`config.mk`:
```
export PLATFORM = sky130hd
export DESIGN_NAME = srl_boot_loader
export DESIGN_NICKNAME = d
export VERILOG_FILES = /design/src/logic/srl_pkg.sv /design/src/logic/srl_boot_loader.sv /design/src/logic/srl_err_sender.sv
export SDC_FILE = /design/constraint.sdc
export NUM_CORES = 1
export LEC_CHECK = 0
export BUFFER_PORTS_ARGS = -buffer_cell sky130_fd_sc_hd__buf_2
export CAP_MARGIN = 10
export CORE_ASPECT_RATIO = 0.6
export CORE_MARGIN = 4
export CORE_UTILIZATION = 30
export CTS_CLUSTER_DIAMETER = 120
export DETAILED_ROUTE_END_ITERATION = 7
export GPL_TIMING_DRIVEN = 0
export SETUP_SLACK_MARGIN = 0.4
export SLEW_MARGIN = 10
export SYNTH_ARGS = -nofsm -noshare
export SYNTH_HDL_FRONTEND = slang
export SYNTH_SLANG_ARGS = --single-unit
```
`constraint.sdc`:
```
create_clock -name clk -period 9.3 [get_ports clk]
set_clock_uncertainty 0.05 [all_clocks]
set_input_delay 1.86 -clock clk [delete_from_list [all_inputs] [get_ports clk]]
set_output_delay 1.86 -clock clk [all_outputs]
set_load 0.1 [all_outputs]
```
`src/logic/srl_pkg.sv`:
```
// shared constants and types of the serial boot loader command handler
package srl_pkg;
    localparam logic [7:0] MATCH_BYTE    = 8'h5A;
    localparam logic [7:0] CMD_FLASH     = 8'h30;
    localparam logic [7:0] CMD_RAMLOAD   = 8'h60;
    localparam logic [7:0] CMD_SUMOUT    = 8'h90;
    localparam logic [7:0] CMD_PRODID    = 8'hC0;
    localparam logic [7:0] ERR_OVERRUN   = 8'hA1;
    localparam logic [7:0] ERR_FRAMING   = 8'hA3;
    localparam logic [7:0] ERR_BAUD      = 8'h62;
    localparam logic [7:0] ERR_COMMAND   = 8'h63;
    localparam logic [7:0] START_MARK    = 8'h3A;
    localparam logic [7:0] ERASED_BYTE   = 8'hFF;
    localparam logic [7:0] REC_DATA      = 8'h00;
    localparam logic [7:0] REC_END       = 8'h01;
    localparam logic [1:0] ERR_REPEAT    = 2'd3;
    localparam int         NUM_BAUD      = 5;
    localparam logic [7:0] BAUD_CODES [NUM_BAUD] = '{8'h28, 8'h18, 8'h07, 8'h06, 8'h04};

    // one received byte with its line status
    typedef struct packed {
        logic [7:0] data;
        logic       overrun;
        logic       framing;
    } srl_rx_s;

    // one byte write into program ram
    typedef struct packed {
        logic [15:0] addr;
        logic [7:0]  data;
    } srl_ram_wr_s;

    // password store lookup request
    typedef struct packed {
        logic [15:0] addr;
    } srl_rd_s;
endpackage

```
`src/logic/srl_boot_loader.sv`:
```
// serial boot command handler: matching, baud change, ram loader, halt
// Function
// - after flash sum, await new command
// - echo valid ram loader command
// - bad command: code three times, halt
// - error codes sent exactly three times
// - echo matching byte, echo baud byte
// - two password addresses, high first, silent
// - blank password region skips comparison
// - bad password address halts silently
// - security enabled or mismatch halts
// - receive error in password phase halts
// - discard bytes until start mark
// - parse record, store payload in ram
// - sum after clean end record, upper first
// - record or receive error halts silently
// - jump to first data record address
// - new baud only after echo sent
`timescale 1ns/100ps
`default_nettype none
module srl_boot_loader
(
    // clock and reset
    input  wire logic                 clk,
    input  wire logic                 rst_n,
    // uart receiver, same clock
    input  wire logic                 rxValid,
    input  wire srl_pkg::srl_rx_s     rxByte,
    // uart transmitter, same clock
    output logic                      txValid,
    output logic [7:0]                txData,
    input  wire logic                 txReady,
    // baud rate control
    output logic                      baudLoad,
    output logic [7:0]                baudCode,
    // password store lookup, answer next cycle
    output logic                      pwRdEn,
    output srl_pkg::srl_rd_s          pwRd,
    input  wire logic [7:0]           pwRdData,
    input  wire logic                 pwBlank,
    input  wire logic                 securityOn,
    // ram write port
    output logic                      ramWrEn,
    output srl_pkg::srl_ram_wr_s      ramWr,
    // sum engine, started at end record
    output logic                      sumStart,
    input  wire logic                 sumDone,
    input  wire logic [15:0]          sumValue,
    // execution hand-off
    output logic                      jumpValid,
    output logic [15:0]               jumpAddr,
    output logic                      halted
);
    typedef enum logic [4:0] {
        S_MATCH, S_ECHO_MATCH, S_BAUD, S_ECHO_BAUD, S_CMD, S_ECHO_CMD,
        S_PWADDR, S_PWCNT_RD, S_PWCNT, S_PWSTR_RD, S_PWSTR,
        S_HUNT, S_LEN, S_ADDR, S_TYPE, S_PAYLOAD, S_CKSUM,
        S_SUM_WAIT, S_SUM_HI, S_SUM_LO, S_JUMP, S_ERR, S_HALT
    } srl_state_e;

    srl_state_e  state_ff;
    logic [7:0]  latch_ff;
    logic [1:0]  idx_ff;
    logic [15:0] cntAddr_ff;
    logic [15:0] cmpAddr_ff;
    logic [7:0]  pwLeft_ff;
    logic [7:0]  recLen_ff;
    logic [15:0] recAddr_ff;
    logic [7:0]  recType_ff;
    logic [7:0]  recSum_ff;
    logic [15:0] sum_ff;
    logic        firstSeen_ff;
    logic [15:0] firstAddr_ff;
    logic [7:0]  errCode_ff;
    logic        errStart;
    logic        errTxValid;
    logic [7:0]  errTxData;
    logic        errDone;

    function automatic logic isBaud(input logic [7:0] b);
        logic hit;
        hit = 1'b0;
        for (int i = 0; i < srl_pkg::NUM_BAUD; i++)
            if (b == srl_pkg::BAUD_CODES[i])
                hit = 1'b1;
        return hit;
    endfunction

    function automatic logic isCmd(input logic [7:0] b);
        return b == srl_pkg::CMD_FLASH || b == srl_pkg::CMD_RAMLOAD
            || b == srl_pkg::CMD_SUMOUT || b == srl_pkg::CMD_PRODID;
    endfunction

    logic rxErr;
    assign rxErr = rxByte.overrun || rxByte.framing;

    srl_err_sender u_err
    (
        .clk     (clk),
        .rst_n   (rst_n),
        .start   (errStart),
        .code    (errCode_ff),
        .txValid (errTxValid),
        .txData  (errTxData),
        .txReady (txReady),
        .done    (errDone)
    );

    // main sequence
    always_ff @(posedge clk)
    begin
        if (!rst_n)
        begin
            state_ff   <= S_MATCH;
            latch_ff   <= 8'h00;
            idx_ff     <= 2'd0;
            cntAddr_ff <= 16'h0000;
            cmpAddr_ff <= 16'h0000;
            pwLeft_ff  <= 8'h00;
            errCode_ff <= 8'h00;
        end
        else
        begin
            unique case (state_ff)
                S_MATCH:
                    // unrecognised bytes just wait for the next try
                    if (rxValid && !rxErr && rxByte.data == srl_pkg::MATCH_BYTE)
                        state_ff <= S_ECHO_MATCH;
                S_ECHO_MATCH:
                    if (txReady)
                        state_ff <= S_BAUD;
                S_BAUD:
                    if (rxValid)
                    begin
                        latch_ff <= rxByte.data;
                        if (rxByte.overrun)
                        begin
                            errCode_ff <= srl_pkg::ERR_OVERRUN;
                            state_ff   <= S_ERR;
                        end
                        else if (rxByte.framing)
                        begin
                            errCode_ff <= srl_pkg::ERR_FRAMING;
                            state_ff   <= S_ERR;
                        end
                        else if (!isBaud(rxByte.data))
                        begin
                            errCode_ff <= srl_pkg::ERR_BAUD;
                            state_ff   <= S_ERR;
                        end
                        else
                            state_ff <= S_ECHO_BAUD;
                    end
                S_ECHO_BAUD:
                    if (txReady)
                        state_ff <= S_CMD;
                S_CMD:
                    if (rxValid)
                    begin
                        latch_ff <= rxByte.data;
                        if (rxByte.overrun)
                        begin
                            errCode_ff <= srl_pkg::ERR_OVERRUN;
                            state_ff   <= S_ERR;
                        end
                        else if (rxByte.framing)
                        begin
                            errCode_ff <= srl_pkg::ERR_FRAMING;
                            state_ff   <= S_ERR;
                        end
                        else if (!isCmd(rxByte.data))
                        begin
                            errCode_ff <= srl_pkg::ERR_COMMAND;
                            state_ff   <= S_ERR;
                        end
                        else
                            state_ff <= S_ECHO_CMD;
                    end
                S_ECHO_CMD:
                    // only the ram loader continues; other modes live elsewhere
                    if (txReady)
                    begin
                        idx_ff   <= 2'd0;
                        state_ff <= (latch_ff == srl_pkg::CMD_RAMLOAD) ? S_PWADDR : S_CMD;
                    end
                S_PWADDR:
                    if (rxValid)
                    begin
                        if (rxErr)
                            state_ff <= S_HALT;
                        else
                        begin
                            idx_ff <= idx_ff + 2'd1;
                            if (idx_ff[1])
                                cmpAddr_ff <= {cmpAddr_ff[7:0], rxByte.data};
                            else
                                cntAddr_ff <= {cntAddr_ff[7:0], rxByte.data};
                            if (idx_ff == 2'd3)
                                state_ff <= securityOn ? S_HALT :
                                            pwBlank ? S_HUNT : S_PWCNT_RD;
                        end
                    end
                S_PWCNT_RD:
                    state_ff <= S_PWCNT;
                S_PWCNT:
                begin
                    pwLeft_ff <= pwRdData;
                    // an empty count means the address was wrong
                    state_ff  <= (pwRdData == 8'h00 || pwRdData == srl_pkg::ERASED_BYTE)
                                 ? S_HALT : S_PWSTR_RD;
                end
                S_PWSTR_RD:
                    if (rxValid)
                    begin
                        latch_ff <= rxByte.data;
                        state_ff <= rxErr ? S_HALT : S_PWSTR;
                    end
                S_PWSTR:
                begin
                    cmpAddr_ff <= cmpAddr_ff + 16'h0001;
                    pwLeft_ff  <= pwLeft_ff - 8'h01;
                    if (pwRdData != latch_ff)
                        state_ff <= S_HALT;
                    else
                        state_ff <= (pwLeft_ff == 8'h01) ? S_HUNT : S_PWSTR_RD;
                end
                S_HUNT:
                    if (rxValid && (rxErr || rxByte.data == srl_pkg::START_MARK))
                    begin
                        idx_ff   <= 2'd0;
                        state_ff <= rxErr ? S_HALT : S_LEN;
                    end
                S_LEN, S_ADDR, S_TYPE, S_PAYLOAD, S_CKSUM:
                    if (rxValid)
                    begin
                        if (rxErr)
                            state_ff <= S_HALT;
                        else
                            unique case (state_ff)
                                S_LEN:
                                    state_ff <= S_ADDR;
                                S_ADDR:
                                begin
                                    idx_ff <= idx_ff + 2'd1;
                                    if (idx_ff == 2'd1)
                                        state_ff <= S_TYPE;
                                end
                                S_TYPE:
                                    if (rxByte.data != srl_pkg::REC_DATA
                                        && rxByte.data != srl_pkg::REC_END)
                                        state_ff <= S_HALT;
                                    else
                                        state_ff <= (recLen_ff == 8'h00) ? S_CKSUM : S_PAYLOAD;
                                S_PAYLOAD:
                                    if (recLen_ff == 8'h01)
                                        state_ff <= S_CKSUM;
                                default:
                                    if (recSum_ff + rxByte.data != 8'h00)
                                        state_ff <= S_HALT;
                                    else if (recType_ff == srl_pkg::REC_END)
                                        state_ff <= S_SUM_WAIT;
                                    else
                                        state_ff <= S_HUNT;
                            endcase
                    end
                S_SUM_WAIT:
                    if (sumDone)
                        state_ff <= S_SUM_HI;
                S_SUM_HI:
                    if (txReady)
                        state_ff <= S_SUM_LO;
                S_SUM_LO:
                    if (txReady)
                        state_ff <= S_JUMP;
                S_JUMP:
                    state_ff <= S_HALT;
                S_ERR:
                    if (errDone)
                        state_ff <= S_HALT;
                S_HALT:
                    state_ff <= S_HALT;
                default:
                    state_ff <= S_HALT;
            endcase
        end
    end

    // record fields and first jump target
    always_ff @(posedge clk)
    begin
        if (!rst_n)
        begin
            recLen_ff    <= 8'h00;
            recAddr_ff   <= 16'h0000;
            recType_ff   <= 8'h00;
            recSum_ff    <= 8'h00;
            firstSeen_ff <= 1'b0;
            firstAddr_ff <= 16'h0000;
            sum_ff       <= 16'h0000;
        end
        else
        begin
            if (rxValid && !rxErr)
            begin
                unique case (state_ff)
                    S_LEN:
                    begin
                        recLen_ff <= rxByte.data;
                        recSum_ff <= rxByte.data;
                    end
                    S_ADDR:
                    begin
                        recAddr_ff <= {recAddr_ff[7:0], rxByte.data};
                        recSum_ff  <= recSum_ff + rxByte.data;
                    end
                    S_TYPE:
                    begin
                        recType_ff <= rxByte.data;
                        recSum_ff  <= recSum_ff + rxByte.data;
                        if (!firstSeen_ff && rxByte.data == srl_pkg::REC_DATA)
                        begin
                            firstSeen_ff <= 1'b1;
                            firstAddr_ff <= recAddr_ff;
                        end
                    end
                    S_PAYLOAD:
                    begin
                        recLen_ff  <= recLen_ff - 8'h01;
                        recAddr_ff <= recAddr_ff + 16'h0001;
                        recSum_ff  <= recSum_ff + rxByte.data;
                    end
                    default:
                        recSum_ff <= recSum_ff;
                endcase
            end
            if (state_ff == S_SUM_WAIT && sumDone)
                sum_ff <= sumValue;
        end
    end

    // ram writes straight from the receive stream
    assign ramWrEn    = (state_ff == S_PAYLOAD) && rxValid && !rxErr;
    assign ramWr.addr = recAddr_ff;
    assign ramWr.data = rxByte.data;

    assign pwRdEn  = (state_ff == S_PWCNT_RD) || (state_ff == S_PWSTR_RD);
    assign pwRd.addr = (state_ff == S_PWCNT_RD) ? cntAddr_ff : cmpAddr_ff;

    assign errStart = (state_ff == S_ERR);
    assign sumStart = (state_ff == S_CKSUM) && rxValid && !rxErr
                      && recType_ff == srl_pkg::REC_END
                      && recSum_ff + rxByte.data == 8'h00;

    // baud switches in the same cycle that the transmitter accepts the echo
    assign baudLoad = (state_ff == S_ECHO_BAUD) && txReady;
    assign baudCode = latch_ff;

    // transmit mux; the record phase and halt send nothing
    always_comb
    begin
        txValid = 1'b0;
        txData  = 8'h00;
        unique case (state_ff)
            S_ECHO_MATCH:
            begin
                txValid = 1'b1;
                txData  = srl_pkg::MATCH_BYTE;
            end
            S_ECHO_BAUD, S_ECHO_CMD:
            begin
                txValid = 1'b1;
                txData  = latch_ff;
            end
            S_SUM_HI:
            begin
                txValid = 1'b1;
                txData  = sum_ff[15:8];
            end
            S_SUM_LO:
            begin
                txValid = 1'b1;
                txData  = sum_ff[7:0];
            end
            S_ERR:
            begin
                txValid = errTxValid;
                txData  = errTxData;
            end
            default:
            begin
                txValid = 1'b0;
                txData  = 8'h00;
            end
        endcase
    end

    assign jumpValid = (state_ff == S_JUMP);
    assign jumpAddr  = firstAddr_ff;
    assign halted    = (state_ff == S_HALT);
endmodule
`default_nettype wire

```
`src/logic/srl_err_sender.sv`:
```
// sends an error code three times, reporting done as the third is accepted
`timescale 1ns/100ps
`default_nettype none
module srl_err_sender
(
    // clock and reset
    input  wire logic       clk,
    input  wire logic       rst_n,
    // request
    input  wire logic       start,
    input  wire logic [7:0] code,
    // transmitter
    output logic            txValid,
    output logic [7:0]      txData,
    input  wire logic       txReady,
    // status
    output logic            done
);
    logic [1:0] sentCnt_ff;
    logic       busy_ff;
    logic [7:0] code_ff;

    always_ff @(posedge clk)
    begin
        if (!rst_n)
        begin
            busy_ff    <= 1'b0;
            sentCnt_ff <= 2'd0;
            code_ff    <= 8'h00;
        end
        else if (start && !busy_ff)
        begin
            busy_ff    <= 1'b1;
            sentCnt_ff <= 2'd0;
            code_ff    <= code;
        end
        else if (busy_ff && txReady)
        begin
            sentCnt_ff <= sentCnt_ff + 2'd1;
            if (sentCnt_ff == srl_pkg::ERR_REPEAT - 2'd1)
                busy_ff <= 1'b0;
        end
    end

    assign txValid = busy_ff;
    assign txData  = code_ff;
    assign done    = busy_ff && txReady && (sentCnt_ff == srl_pkg::ERR_REPEAT - 2'd1);
endmodule
`default_nettype wire

```
==> results.yml <==
clocking:
  cts_resized: 0
  cts_buffers: 17
  post-cts-setup-buffer-count: 0
  root_buffer: "clkbuf_16"
  cts_hold_buf: 0
  clk_pin_slew_ns: 0.06
  worstSkewPairLatency_ns: 0.45
  cts.path.max_buffers: 2
  htreeDepth: 4
  cts_tree: "built"
  clock_sinks: 141
worst_setup_path:
  critical_path_buf_inv_count: 2
  max_stage_delay_ns: 0.67
  r2r-start: "recLen_ff[4]"
  crit_top_cell: "buf_2"
  cp_slowest_cell: "nor3_1"
  end_kind: "primary output"
  crit_type: "input port to primary output"
  cp-start-kind: "input port"
  reg2reg_depth: 7
  reg2reg_slack_ns: 6.24
  endpoint: "sumStart"
  crit_required_ns: 7.39
  cp_max_fo: 6
  cp_top_family: "simple AND/OR/NAND/NOR gates"
  crit_chain: "buf_2, ha_1, fa_1, a211oi_1, o21ba_2, o221ai_1, nor3_1, nand2_1, nor4_1, buf_2"
  worst-path-stages: 10
  crit_arrival_ns: 5.27
  cp-startpoint: "rxByte[2]"
  r2r_end: "state_ff[2]"
synthesis:
  yosys.area.top_type: "dfxtp_1"
  synth.distinct_cells: 82
  synth-async-reset-ratio_pct: 0
  synth_area_leaders: "dfxtp_1 (34%), nand2_1 (6.6%), nor2_1 (6.2%), a21oi_1 (6.1%), mux2i_1 (5.2%)"
  synth_edf_count: 0
  syn_inst: 1073
  synth_fp_nets: 1131
  synth_top_area_share_pct: 33.9
  synth-seq-area-share_pct: 33.9
  syn_area_per_cell_um2: 7.77
  yosys_most_used_dff: "dfxtp_1"
  ys_ff_latch: 141
  synth_area_um2: 8340
  yosys_warnings: 0
global_route:
  grt_usage_pct: 21.9
  antenna_found_initial: 0
  use_met1_pct: 34.1
  grt_pass1_wl_mm: 51.2
  busiest_layer: "met1"
  first_global_vias: 8246
  grt_overflow: 0
  met2_usage_pct: 28.8
  met3_usage_pct: 6.32
  grt_max_degree: 17
pwr:
  ir_drop_v: 0.000150
  internal_power_w: 0.00129
  p_per_area_nw_per_um2: 217
  p_sw_share_pct: 40.7
  power_switching_w: 0.000883
  clock_power_share_pct: 34.3
  p_comb_share_pct: 34.3
  p_leak_nw: 3.99
  seq_power_share_pct: 31.4
sta:
  slew_headroom_pct: 29.6
  maxSlewViolCount: 0
  rsz0062_at_grt: "no"
  fin_tns_setup_ns: 0
  period_share_pct: 77.2
  hold_viol: 0
  worst_pin_slew_ns: 1.06
  clock.fmax_ghz: 0.139
  setup_viol: 0
  finalWorstSetupSlack_ns: 2.12
  period_needed_ns: 7.18
cells_and_area:
  multiInputGateArea_um2: 5040
  final_cell_mix: "nand2_1 (146), dfxtp_1 (141), nor2_1 (138), buf_2 (135), a21oi_1 (102)"
  final_common_cell: "nand2_1"
  nFillCells: 2823
  nNetsFinal: 1268
  drive_gt1_share_pct: 18.3
  post-route-util_pct: 37.2
  regArea_um2: 2820
  area_growth_syn_to_layout_pct: 20.1
route:
  drtIter0Drc: 1233
  num_vias: 8971
  final_antenna_net_count: 0
  via_per_inst: 5.66
  drc: 0
  wirelength_mm: 33.9
  wl_per_cell_um: 21.4
  first_pass_iters: 6
place:
  post-dp-hpwl_mm: 25.6
  gp_congestion: 0.992
  port-buffer-count: 118
  pre_cts_ws_ns: 2.16
floorplan:
  core_um2: 26900
  die_x_um: 223
  die_h_um: 137
  die-area_um2: 30600
  start_util_pct: 31.0
  num_rows: 46
  ios: 120
status:
  outcome: "finished, final reports clean"
run:
  cap_violations: 0
min_path:
  hp-class: "flip-flop to flip-flop"
  hp-start: "cntAddr_ff[14]"
==> sequential cells by signal (all words and copies together), names as in the netlist, 8 cells and up <==
name        flops
cmpAddr_ff     16
recType_ff      8
sum_ff         16
jumpAddr       16
cntAddr_ff     16
recSum_ff       8
recAddr_ff     16
pwLeft_ff       8
baudCode        8
recLen_ff       8
==> per-stage QoR <==
stage	total power (W)	cell area [um^2]	cells	hold WS, ns
finish	0.00217	10000	1584	0.405
global route	0.00225	10000	1582	0.432
CTS	0.00215	10000	1582	0.404
detailed placement	0.00141	9380	1551	0.396
global placement	0.00141	9380	1551	0.392
floorplan	0.00120	8340	1073	0.383
==> tightest hold or removal path: stages (launching register included) <==
cell,delay [ns]
dfxtp_1,0.31
nand2_1,0.05
a21oi_1,0.05
==> kinds of logic (layout without fill, tap and decap cells) <==
logic type                 Yosys count  in the layout  synth area share [%]
and+or+nand+nor                    453            453                  26.7
AOI/OAI and AO/OA                  287            287                  21.9
other                                0              2                     0
DFF                                141            141                  33.9
muxes                               59             59                  7.33
buffers and inverters               98            247                  5.64
xor gates and xnor gates            18             18                  1.89
adders and majority gates           17             17                  2.64
==> worst min path at each step <==
stage / cells past startpoint / slack, ns / to
3_5_place_dp: 2 / 0.40 / sum_ff[13]
5_1_grt: 2 / 0.43 / recSum_ff[2]
3_3_place_gp: 2 / 0.39 / cntAddr_ff[14]
2_1_floorplan: 2 / 0.38 / cntAddr_ff[10]
4_1_cts: 2 / 0.40 / sum_ff[13]
6_report: 2 / 0.41 / cntAddr_ff[14]
==> routing by layer <==
| metal | part of all wire (%) | wire length [um] | vias up |
|---|---|---|---|
| met2 | 37 | 12700 | 499 |
| met5 | 0 | 0 | - |
| met3 | 11 | 3580 | 43 |
| met4 | 1.8 | 605 | 0 |
| li1 | - | - | 4154 |
| met1 | 50 | 17100 | 4275 |
==> cell type report <==
class / instances / area share (%)
inverter: 11 / 0.413
antenna: 2 / 0.0500
multi-input combinational: 834 / 50.4
sequential: 141 / 28.2
buffer: 87 / 4.29
timing repair buffer: 118 / 5.90
tap: 360 / 4.50
clock inverter: 13 / 1.86
clock buffer: 18 / 4.39
==> cell usage after synthesis, types with 12 or more instances <==
| cell | n |
|---|---|
| a21oi_1 | 102 |
| nor2_1 | 138 |
| nand3_1 | 27 |
| xor2_1 | 13 |
| nand2_1 | 146 |
| nand4_1 | 15 |
| a211oi_1 | 12 |
| ha_1 | 16 |
| mux2i_1 | 43 |
| buf_2 | 17 |
| a22oi_1 | 19 |
| nor4_1 | 15 |
| clkbuf_1 | 53 |
| nor3_1 | 20 |
| and3_1 | 16 |
| mux2_2 | 16 |
| dfxtp_1 | 141 |
| o21ai_0 | 60 |
==> power by group through the flow <==
stage	logic, W	registers (W)	clock network, W
finish	0.000744	0.000682	0.000745
global route	0.000789	0.000685	0.000777
detailed placement	0.000717	0.000692	0
global placement	0.000722	0.000691	0
CTS	0.000721	0.000679	0.000754
floorplan	0.000484	0.000712	0
(Power assumes the default switching activity.)
